`config.mk`:
```
export PLATFORM = sky130hd
export DESIGN_NAME = kbd_ctrl_host_interface
export DESIGN_NICKNAME = d
export VERILOG_FILES = /design/src/rtl/kbc_pkg.sv /design/src/rtl/kbd_ctrl_host_interface.sv
export VERILOG_INCLUDE_DIRS = /design/src /design/src/rtl
export SDC_FILE = /design/constraint.sdc
export NUM_CORES = 2
export LEC_CHECK = 0
export ABC_AREA = 1
export BUFFER_PORTS_ARGS = -buffer_cell sky130_fd_sc_hd__clkbuf_2
export CORE_MARGIN = 2
export CORE_UTILIZATION = 39
export CTS_BUF_LIST = sky130_fd_sc_hd__clkbuf_4 sky130_fd_sc_hd__clkbuf_8 sky130_fd_sc_hd__clkbuf_16
export DETAILED_ROUTE_END_ITERATION = 8
export GPL_ROUTABILITY_DRIVEN = 1
export PLACE_DENSITY_LB_ADDON = 0.1
export SLEW_MARGIN = 20
export SYNTH_ARGS = -nofsm -noshare
export SYNTH_HDL_FRONTEND = slang
export SYNTH_HIERARCHICAL = 1
export SYNTH_SLANG_ARGS = --single-unit
```
`constraint.sdc`:
```
create_clock -name clk_sys -period 3.6 [get_ports clk_sys]
set_clock_uncertainty 0.2 [all_clocks]
set_input_delay 0.72 -clock clk_sys [delete_from_list [all_inputs] [get_ports clk_sys]]
set_output_delay 0.72 -clock clk_sys [all_outputs]
set_load 0.01 [all_outputs]
```
`src/rtl/kbc_map.svh`:
```
// register map, field positions, reset values and timing counts of the keyboard host port
`ifndef KBC_MAP_SVH
`define KBC_MAP_SVH

// ----------------------------------------------------------------
// host and configuration addresses
// ----------------------------------------------------------------
`define KBC_DATA_PORT_ADDR    8'h60
`define KBC_CONTROL_PORT_ADDR 8'h64
`define KBC_SELECT_ADDR       8'hf1

// ----------------------------------------------------------------
// status fields and reset values
// ----------------------------------------------------------------
`define KBC_ST_OBF            0
`define KBC_ST_IBF            1
`define KBC_ST_CMD            3
`define KBC_ST_USER_MASK      8'hf4
`define KBC_STATUS_RESET      8'h00
`define KBC_SEL_SWAP          0
`define KBC_SELECT_RESET      8'h00

// ----------------------------------------------------------------
// timing
// ----------------------------------------------------------------
`define KBC_CLK_MHZ           25
`define KBC_LEGACY_HIGH_NS    500
`define KBC_LEGACY_HIGH_CYC   ((`KBC_LEGACY_HIGH_NS * `KBC_CLK_MHZ) / 1000)

// ----------------------------------------------------------------
// memories
// ----------------------------------------------------------------
`define KBC_ROM_BYTES         2048
`define KBC_RAM_BYTES         256

`endif

```
`src/rtl/kbc_pkg.sv`:
```
// types shared by the keyboard host port design
package kbc_pkg;

  typedef struct packed {
    logic       cmd;
    logic [7:0] data;
  } in_entry_t;

  typedef struct packed {
    logic clockDrive;
    logic dataDrive;
  } ps_drive_t;

  typedef enum logic [1:0] {
    PWR_RUN,
    PWR_IDLE,
    PWR_OSC_OFF
  } power_state_t;

endpackage

```
`src/rtl/kbd_ctrl_host_interface.sv`:
```
// host mailbox, irq gating, pin drive and power control of the keyboard controller
`timescale 1ns/100ps
`include "kbc_map.svh"

// ----------------------------------------------------------------
// input queue
// ----------------------------------------------------------------
module kbc_fifo #(
  parameter int WIDTH = 9,
  parameter int DEPTH = 16
) (
  // clock and reset
  input  wire logic             clk_sys,
  input  wire logic             rst,
  // fill side
  input  wire logic             inValid,
  output logic                  inReady,
  input  wire logic [WIDTH-1:0] inData,
  // drain side
  output logic                  outValid,
  input  wire logic             outReady,
  output logic [WIDTH-1:0]      outData,
  output logic [$clog2(DEPTH+1)-1:0] count
);
  localparam int AW = $clog2(DEPTH);
  localparam int CW = $clog2(DEPTH+1);
  localparam logic [CW-1:0] FULL_COUNT = CW'(DEPTH);
  localparam logic [AW-1:0] LAST_PTR   = AW'(DEPTH - 1);

  logic [WIDTH-1:0] mem [DEPTH];
  logic [AW-1:0]    wrPtr;
  logic [AW-1:0]    rdPtr;
  wire              push = inValid && inReady;
  wire              pop  = outValid && outReady;

  assign inReady  = (count != FULL_COUNT);
  assign outValid = (count != '0);
  assign outData  = mem[rdPtr];

  function automatic logic [AW-1:0] bump(input logic [AW-1:0] p);
    return (p == LAST_PTR) ? '0 : p + 1'b1;
  endfunction

  always_ff @(posedge clk_sys) begin
    if (push) begin
      mem[wrPtr] <= inData;
    end
  end

  always_ff @(posedge clk_sys or posedge rst) begin
    if (rst) begin
      wrPtr <= '0;
      rdPtr <= '0;
      count <= '0;
    end else begin
      if (push) begin
        wrPtr <= bump(wrPtr);
      end
      if (pop) begin
        rdPtr <= bump(rdPtr);
      end
      count <= count + CW'(push) - CW'(pop);
    end
  end
endmodule

// ----------------------------------------------------------------
// top
// ----------------------------------------------------------------
module kbd_ctrl_host_interface
  import kbc_pkg::*;
#(
  parameter int FIFO_DEPTH  = 16,
  parameter int LEGACY_BITS = 3
) (
  // clock and reset
  input  wire logic                   clk_sys,
  input  wire logic                   rst,
  // host port
  input  wire logic                   hostWrite,
  input  wire logic                   hostRead,
  input  wire logic                   hostAddrBit2,
  input  wire logic [7:0]             hostWData,
  output logic                        hostWriteReady,
  output logic [7:0]                  hostRData,
  // configuration port
  input  wire logic                   cfgWrite,
  input  wire logic                   cfgRead,
  input  wire logic [7:0]             cfgAddr,
  input  wire logic [7:0]             cfgWData,
  output logic [7:0]                  cfgRData,
  // controller mailbox
  input  wire logic                   cpuMailboxWrite,
  input  wire logic [7:0]             cpuWData,
  input  wire logic                   cpuMailboxRead,
  output logic [7:0]                  cpuMailboxInput,
  input  wire logic                   cpuStatusWrite,
  output logic [7:0]                  cpuStatus,
  input  wire logic                   cpuObfClear,
  input  wire logic                   enableFlags,
  // controller port bits
  input  wire logic                   kbdIrqPortBit,
  input  wire logic                   mouseIrqPortBit,
  input  wire logic                   a20GatePortBit,
  input  wire logic                   kbdClockDriveBit,
  input  wire logic                   kbdDataDriveBit,
  input  wire logic                   mouseClockDriveBit,
  input  wire logic                   mouseDataDriveBit,
  input  wire logic [LEGACY_BITS-1:0] legacyOutBits,
  // legacy pin configuration
  input  wire logic                   controllerMode,
  input  wire logic [LEGACY_BITS-1:0] legacyOpenDrain,
  input  wire logic [LEGACY_BITS-1:0] gpInputCfg,
  input  wire logic [LEGACY_BITS-1:0] gpInvertCfg,
  // system outputs
  output logic                        keyboardIrqOut,
  output logic                        mouseIrqOut,
  output logic                        addr20GateSignal,
  // legacy pins
  output logic [LEGACY_BITS-1:0]      legacyPinOut,
  output logic [LEGACY_BITS-1:0]      legacyPinOe,
  // keyboard and mouse pins
  input  wire logic                   keyboardClockPinIn,
  output logic                        keyboardClockPinOut,
  output logic                        keyboardClockPinOe,
  input  wire logic                   keyboardDataPinIn,
  output logic                        keyboardDataPinOut,
  output logic                        keyboardDataPinOe,
  input  wire logic                   mouseClockPinIn,
  output logic                        mouseClockPinOut,
  output logic                        mouseClockPinOe,
  input  wire logic                   mouseDataPinIn,
  output logic                        mouseDataPinOut,
  output logic                        mouseDataPinOe,
  // pin senses to the controller
  output logic                        kbdClockSense,
  output logic                        kbdDataSense,
  output logic                        mouseClockSense,
  output logic                        mouseDataSense,
  // controller interrupts and power
  input  wire logic                   ibfIrqEnable,
  input  wire logic                   timerIrqEnable,
  input  wire logic                   timerOverflow,
  output logic                        cpuIrqIbf,
  output logic                        cpuIrqTimer,
  input  wire logic                   idleRequest,
  input  wire logic                   oscOffRequest,
  output logic                        aluClockEnable,
  output logic                        oscEnable,
  output logic                        wakeCall,
  output logic                        wakeContinue,
  // data memory
  input  wire logic                   ramWrite,
  input  wire logic [7:0]             ramAddr,
  input  wire logic [7:0]             ramWData,
  output logic [7:0]                  ramRData
);

  localparam int HOLD_W = 4;
  localparam logic [HOLD_W-1:0] HOLD_CYC = HOLD_W'(`KBC_LEGACY_HIGH_CYC);

  // ----------------------------------------------------------------
  // mailbox flags
  // ----------------------------------------------------------------
  in_entry_t  headEntry;
  in_entry_t  newEntry;
  logic       in_buffer_full;
  logic       out_buffer_full;
  logic [7:0] outBuf;
  logic [7:0] userBits;
  logic       swapPins;
  logic [$clog2(FIFO_DEPTH+1)-1:0] fifoCount;

  wire hostWriteTaken = hostWrite && hostWriteReady;
  wire dataRead       = hostRead && !hostAddrBit2;
  wire obfHwClear     = (dataRead && enableFlags) || cpuObfClear;
  wire next_obf       = cpuMailboxWrite || (out_buffer_full && !obfHwClear);
  wire cmdFlag        = in_buffer_full && headEntry.cmd;

  assign newEntry = '{cmd: hostAddrBit2, data: hostWData};

  // host byte and its command mark travel together; queue head is the input register
  kbc_fifo #(
    .WIDTH ($bits(in_entry_t)),
    .DEPTH (FIFO_DEPTH)
  ) u_fifo (
    .clk_sys  (clk_sys),
    .rst      (rst),
    .inValid  (hostWrite),
    .inReady  (hostWriteReady),
    .inData   (newEntry),
    .outValid (in_buffer_full),
    .outReady (cpuMailboxRead),
    .outData  (headEntry),
    .count    (fifoCount)
  );

  assign cpuMailboxInput = headEntry.data;
  assign cpuStatus = (userBits & `KBC_ST_USER_MASK)
                   | (8'(cmdFlag) << `KBC_ST_CMD)
                   | (8'(in_buffer_full) << `KBC_ST_IBF)
                   | (8'(out_buffer_full) << `KBC_ST_OBF);

  always_ff @(posedge clk_sys or posedge rst) begin
    if (rst) begin
      out_buffer_full      <= 1'b0;
      outBuf   <= 8'h00;
      userBits <= `KBC_STATUS_RESET;
    end else begin
      out_buffer_full <= next_obf;
      if (cpuMailboxWrite) begin
        outBuf <= cpuWData;
      end
      if (cpuStatusWrite) begin
        userBits <= cpuWData & `KBC_ST_USER_MASK;
      end
    end
  end

  // ----------------------------------------------------------------
  // host and configuration reads
  // ----------------------------------------------------------------
  always_ff @(posedge clk_sys or posedge rst) begin
    if (rst) begin
      hostRData <= 8'h00;
      cfgRData  <= 8'h00;
      swapPins  <= 1'b0;
    end else begin
      if (hostRead) begin
        hostRData <= hostAddrBit2 ? cpuStatus : outBuf;
      end
      if (cfgWrite && cfgAddr == `KBC_SELECT_ADDR) begin
        swapPins <= cfgWData[`KBC_SEL_SWAP];
      end
      if (cfgRead) begin
        cfgRData <= (cfgAddr == `KBC_SELECT_ADDR) ? 8'(swapPins) << `KBC_SEL_SWAP : 8'h00;
      end
    end
  end

  // ----------------------------------------------------------------
  // system irqs and gate
  // ----------------------------------------------------------------
  wire next_kbdIrq   = enableFlags ? (kbdIrqPortBit && next_obf) : kbdIrqPortBit;
  wire next_mouseIrq = enableFlags ? (mouseIrqPortBit && !in_buffer_full) : mouseIrqPortBit;

  always_ff @(posedge clk_sys or posedge rst) begin
    if (rst) begin
      keyboardIrqOut   <= 1'b0;
      mouseIrqOut      <= 1'b0;
      addr20GateSignal <= 1'b0;
    end else begin
      keyboardIrqOut   <= next_kbdIrq;
      mouseIrqOut      <= next_mouseIrq;
      addr20GateSignal <= a20GatePortBit;
    end
  end

  // ----------------------------------------------------------------
  // legacy port pins
  // ----------------------------------------------------------------
  logic [LEGACY_BITS-1:0] prevBits;
  logic [HOLD_W-1:0]      holdCnt [LEGACY_BITS];
  logic [LEGACY_BITS-1:0] effBits;
  logic [LEGACY_BITS-1:0] effInput;

  // outside controller mode the general-purpose settings apply
  assign effBits  = controllerMode ? legacyOutBits : (legacyOutBits ^ gpInvertCfg);
  assign effInput = controllerMode ? '0 : gpInputCfg;

  always_ff @(posedge clk_sys or posedge rst) begin
    if (rst) begin
      prevBits     <= '0;
      legacyPinOut <= '0;
      legacyPinOe  <= '0;
      for (int i = 0; i < LEGACY_BITS; i++) begin
        holdCnt[i] <= '0;
      end
    end else begin
      prevBits <= effBits;
      for (int i = 0; i < LEGACY_BITS; i++) begin
        // a rising bit that is not open-drain drives high for a short while before the pull-up takes over
        if (effBits[i] && !prevBits[i] && !legacyOpenDrain[i]) begin
          holdCnt[i] <= HOLD_CYC;
        end else if (!effBits[i] || legacyOpenDrain[i]) begin
          holdCnt[i] <= '0;
        end else if (holdCnt[i] != '0) begin
          holdCnt[i] <= holdCnt[i] - 1'b1;
        end
        legacyPinOut[i] <= effBits[i];
        legacyPinOe[i]  <= !effInput[i] && (!effBits[i] ||
                           (!legacyOpenDrain[i] && (holdCnt[i] != '0 || !prevBits[i])));
      end
    end
  end

  // ----------------------------------------------------------------
  // keyboard and mouse pins
  // ----------------------------------------------------------------
  ps_drive_t kbdSide;
  ps_drive_t mouseSide;
  logic [3:0] pinSync1;
  logic [3:0] pinSync2;

  // a drive bit of one pulls its open-drain pin low
  assign kbdSide   = swapPins ? '{mouseClockDriveBit, mouseDataDriveBit}
                              : '{kbdClockDriveBit, kbdDataDriveBit};
  assign mouseSide = swapPins ? '{kbdClockDriveBit, kbdDataDriveBit}
                              : '{mouseClockDriveBit, mouseDataDriveBit};

  always_ff @(posedge clk_sys or posedge rst) begin
    if (rst) begin
      keyboardClockPinOe <= 1'b0;
      keyboardDataPinOe  <= 1'b0;
      mouseClockPinOe    <= 1'b0;
      mouseDataPinOe     <= 1'b0;
      pinSync1           <= '0;
      pinSync2           <= '0;
    end else begin
      keyboardClockPinOe <= kbdSide.clockDrive;
      keyboardDataPinOe  <= kbdSide.dataDrive;
      mouseClockPinOe    <= mouseSide.clockDrive;
      mouseDataPinOe     <= mouseSide.dataDrive;
      pinSync1 <= {mouseDataPinIn, mouseClockPinIn, keyboardDataPinIn, keyboardClockPinIn};
      pinSync2 <= pinSync1;
    end
  end

  assign keyboardClockPinOut = 1'b0;
  assign keyboardDataPinOut  = 1'b0;
  assign mouseClockPinOut    = 1'b0;
  assign mouseDataPinOut     = 1'b0;
  assign kbdClockSense   = swapPins ? pinSync2[2] : pinSync2[0];
  assign kbdDataSense    = swapPins ? pinSync2[3] : pinSync2[1];
  assign mouseClockSense = swapPins ? pinSync2[0] : pinSync2[2];
  assign mouseDataSense  = swapPins ? pinSync2[1] : pinSync2[3];

  // ----------------------------------------------------------------
  // controller interrupts and power-down
  // ----------------------------------------------------------------
  power_state_t pwrState;

  assign cpuIrqIbf      = in_buffer_full && ibfIrqEnable;
  assign cpuIrqTimer    = timerOverflow && timerIrqEnable;
  assign aluClockEnable = (pwrState == PWR_RUN);
  assign oscEnable      = (pwrState != PWR_OSC_OFF);

  always_ff @(posedge clk_sys or posedge rst) begin
    if (rst) begin
      pwrState     <= PWR_RUN;
      wakeCall     <= 1'b0;
      wakeContinue <= 1'b0;
    end else begin
      wakeCall     <= 1'b0;
      wakeContinue <= 1'b0;
      unique case (pwrState)
        PWR_RUN: begin
          if (oscOffRequest) begin
            pwrState <= PWR_OSC_OFF;
          end else if (idleRequest) begin
            pwrState <= PWR_IDLE;
          end
        end
        PWR_IDLE, PWR_OSC_OFF: begin
          if (hostWriteTaken) begin
            pwrState     <= PWR_RUN;
            wakeCall     <= ibfIrqEnable;
            wakeContinue <= !ibfIrqEnable;
          end
        end
      endcase
    end
  end

  // ----------------------------------------------------------------
  // data memory
  // ----------------------------------------------------------------
  logic [7:0] dataRam [`KBC_RAM_BYTES];

  always_ff @(posedge clk_sys) begin
    if (ramWrite) begin
      dataRam[ramAddr] <= ramWData;
    end
    ramRData <= dataRam[ramAddr];
  end
endmodule

```
==> results.ini <==
[yosys]
synth_cells=8995
muxShareOfSynthArea=0
synthArstFlopShare=0.03254
synth_fa_ha_area_frac=0.002724
synth_area_um2=94630
synth_edf_count=2192
ys_seq_area_frac=0.7168
yosys.area.top_type=edfxtp_1
synth_seq_cells=2274
avgSynthCellArea_um2=10.52
synth_top_cell_area_share=0.6956
yosysWarnings=6
synth_area_leaders=edfxtp_1 70%, nand2_1 20%, dfrtp_1 2.0%
ys.flop_type=edfxtp_1
synth_xor_area_frac=0.001018
synth-compound-area-share=0.01415
synth_top_family_by_area=simple AND/OR/NAND/NOR gates
ys_types=35
synth-simple-area-share=0.2328

[placement]
placed_cell_area_um2=101900
gp_congestion=0.8269
dp_cells=12310
numPortBuffers=139
place_hpwl_um=158100
pre_cts_slack_ns=0.1370

[finish]
final_cells=12810
final_util=0.4576
nNetsFinal=9537
nFillCells=22440
drive_gt1_frac=0.1050
stdcell_area_um2=110300
syn2layout_area_growth_pct=16.51
multi_input_area_um2=23850
seqCellArea_um2=67840

[clock_tree]
cts_made_buffers=238
clock_tree.root_cell=clkbuf_16
cts_max_path_buffers=3
cts.sinks=2274
clkTransAtPathRegs_ns=0.06
clock_latency_ns=0.88
cts_tree=yes
htreeDepth=4
cts_setup_buffers=0

[die]
design.core.area_um2=241000
die_h_um=496.6
rows=180
die-area_um2=246600
start_util=0.3927
io_pins=158
die_w_um=496.6

[detailed_routing]
dr.pass1.iters=6
wl_per_cell_um=21.01
drc=0
vias_per_cell=4.892
ant_nets=0
num_vias=62690
drtIter0Drc=5044
wl_um=269300

[worst_setup_path]
crit_top_cell=nand3_1
worstPathArrival_ns=2.53
cp.required_ns=2.68
rrSetupSlack_ns=0.73
start_kind=flip-flop
end_kind=output port
cp_max_fo=47
path_cells=buf_16, or2_2, nand3_1, nand3_1, nand3_1, nand2_1, clkbuf_2
crit_path_top_delay_cell=dfrtp_2
path_buf_inv=2
slowest_delay_ns=0.49
path_delay_family=simple AND/OR/NAND/NOR gates
r2r_start=u_fifo/count[2]
r2r_end=u_fifo/count[4]
rr_worst_depth=14
critPathKind=reg2out

[sta]
setup_violations=0
setup_tns_ns=0
fin_crit_sh=0.9590
slew_headroom=0.2594
hold_ws_ns=0.07462
final-hold-violation-count=0
rsz0062_at_grt=no
drv_slew=0
max_freq_ghz=0.2897
tightest_slew_ns=1.107
min_period_ns=3.452
fin_ws_ns=0.1477

[status]
status=completed

[job]
maxCapViolations=0

[power]
p_leak_nw=44.84
p_per_area_nw_per_um2=538.5
p_total_mw=59.37
vdd_drop_max_uv=453.2

[worst_hold_path]
min_path_cells=1
holdCritStartpoint=ramWData[5]
hold_class=in2reg
worst_hold_path.endpoint=dataRam[116][5]

[grt]
grt-ovfl-total=0
grt_usage=0.2172
grt_max_degree=156
grt_first_pass_wirelength_um=399400
antenna_found_initial=9
grt_pass1_vias=60950

[worst max-delay path by stage]
stage,cells past startpoint,slack [ns],from,end
finish,7,0.15,u_fifo/rdPtr[0],cpuMailboxInput[0]
global route,9,0.008,u_fifo/rdPtr[0],cpuStatus[3]
CTS,7,0.03,u_fifo/rdPtr[2],cpuStatus[3]
detailed placement,14,0.14,ramAddr[1],ramRData[3]
global placement,14,0.11,ramAddr[1],ramRData[4]
floorplan,10,0.79,ramAddr[1],dataRam[234][0]
[cell usage in the layout, fill, tap and decap left out, types with 4 or more instances in the layout]
cell type / count
nand2_1: 4963
edfxtp_1: 2192
nor2_1: 383
buf_4: 346
nand3_1: 327
clkbuf_16: 240
inv_1: 225
clkbuf_2: 129
o21ai_1: 122
buf_12: 93
o21ai_0: 75
dfrtp_1: 73
clkinv_1: 65
dlygate4sd3_1: 64
clkbuf_4: 58
clkinv_2: 44
a21oi_1: 40
or2_2: 21
ha_1: 19
bufinv_16: 17
nand2_2: 16
conb_1: 11
nand4_1: 10
buf_8: 10
dfxtp_1: 8
xnor2_1: 7
inv_16: 7
o22ai_1: 5
o221ai_1: 5
nor2_4: 5
diode_2: 4
a31oi_1: 4
xor2_1: 4
[logic make-up after synthesis]
logic type / after synthesis
and+or+nand+nor: 5732
DFF: 2274
buffers and inverters: 699
AOI/OAI and AO/OA: 258
adders and majority gates: 20
xor gates and xnor gates: 11
other: 1
[per-layer routing]
metal,vias up,global-route usage,part of all wire
li1,30380,-,-
met1,30550,0.3160,0.47
met2,1393,0.3473,0.46
met3,363,0.02569,0.045
met4,0,0.05381,0.024
met5,-,0,0
[layout make-up]
cell class | instances | share of cell area
diodes | 4 | 0.00009078
clock buffers | 298 | 0.05842
clock inverters | 140 | 0.01130
inverters | 237 | 0.008499
multi-input cells | 6032 | 0.2163
flip-flops and latches | 2274 | 0.6152
well taps | 3185 | 0.03614
repair buffers | 644 | 0.05401
[registers in the layout, indices dropped and copies added (netlist names), 5 cells and up]
signal and flops:
dataRam 2048, u_fifo/mem 144, holdCnt 12, hostRData 8, outBuf 8, ramRData 8, u_fifo/count 5, userBits 5
[cells in the mapped netlist (3+ instances only)]
cell type,n
nand3_1,328
clkbuf_1,180
inv_1,229
inv_2,4
nand4_1,10
buf_6,10
xnor2_1,7
or2_2,21
nor3_1,3
dfxtp_1,8
buf_2,208
inv_4,3
a22oi_1,3
buf_1,37
o221ai_1,5
xor2_1,4
buf_4,27
a21oi_1,40
nor2_1,388
o21ai_1,122
a31oi_1,4
o21ai_0,75
nand2_1,4979
ha_1,19
edfxtp_1,2192
o31ai_1,3
dfrtp_1,74
o22ai_1,5
[power by group]
part / switching, mW / internal (mW)
Clock: 10.4 / 13.9
Combinational: 3.88 / 1.66
Sequential: 0.193 / 29.4
[repair_timing]
action,4_1_cts,5_1_grt
setup endpoints to repair,2,2
endpoints found under the hold margin,128,0
resized for setup,4,2
hold buffers,64,0
gates cloned,1,0
Note: power is estimated with default switching activity, not from simulation.
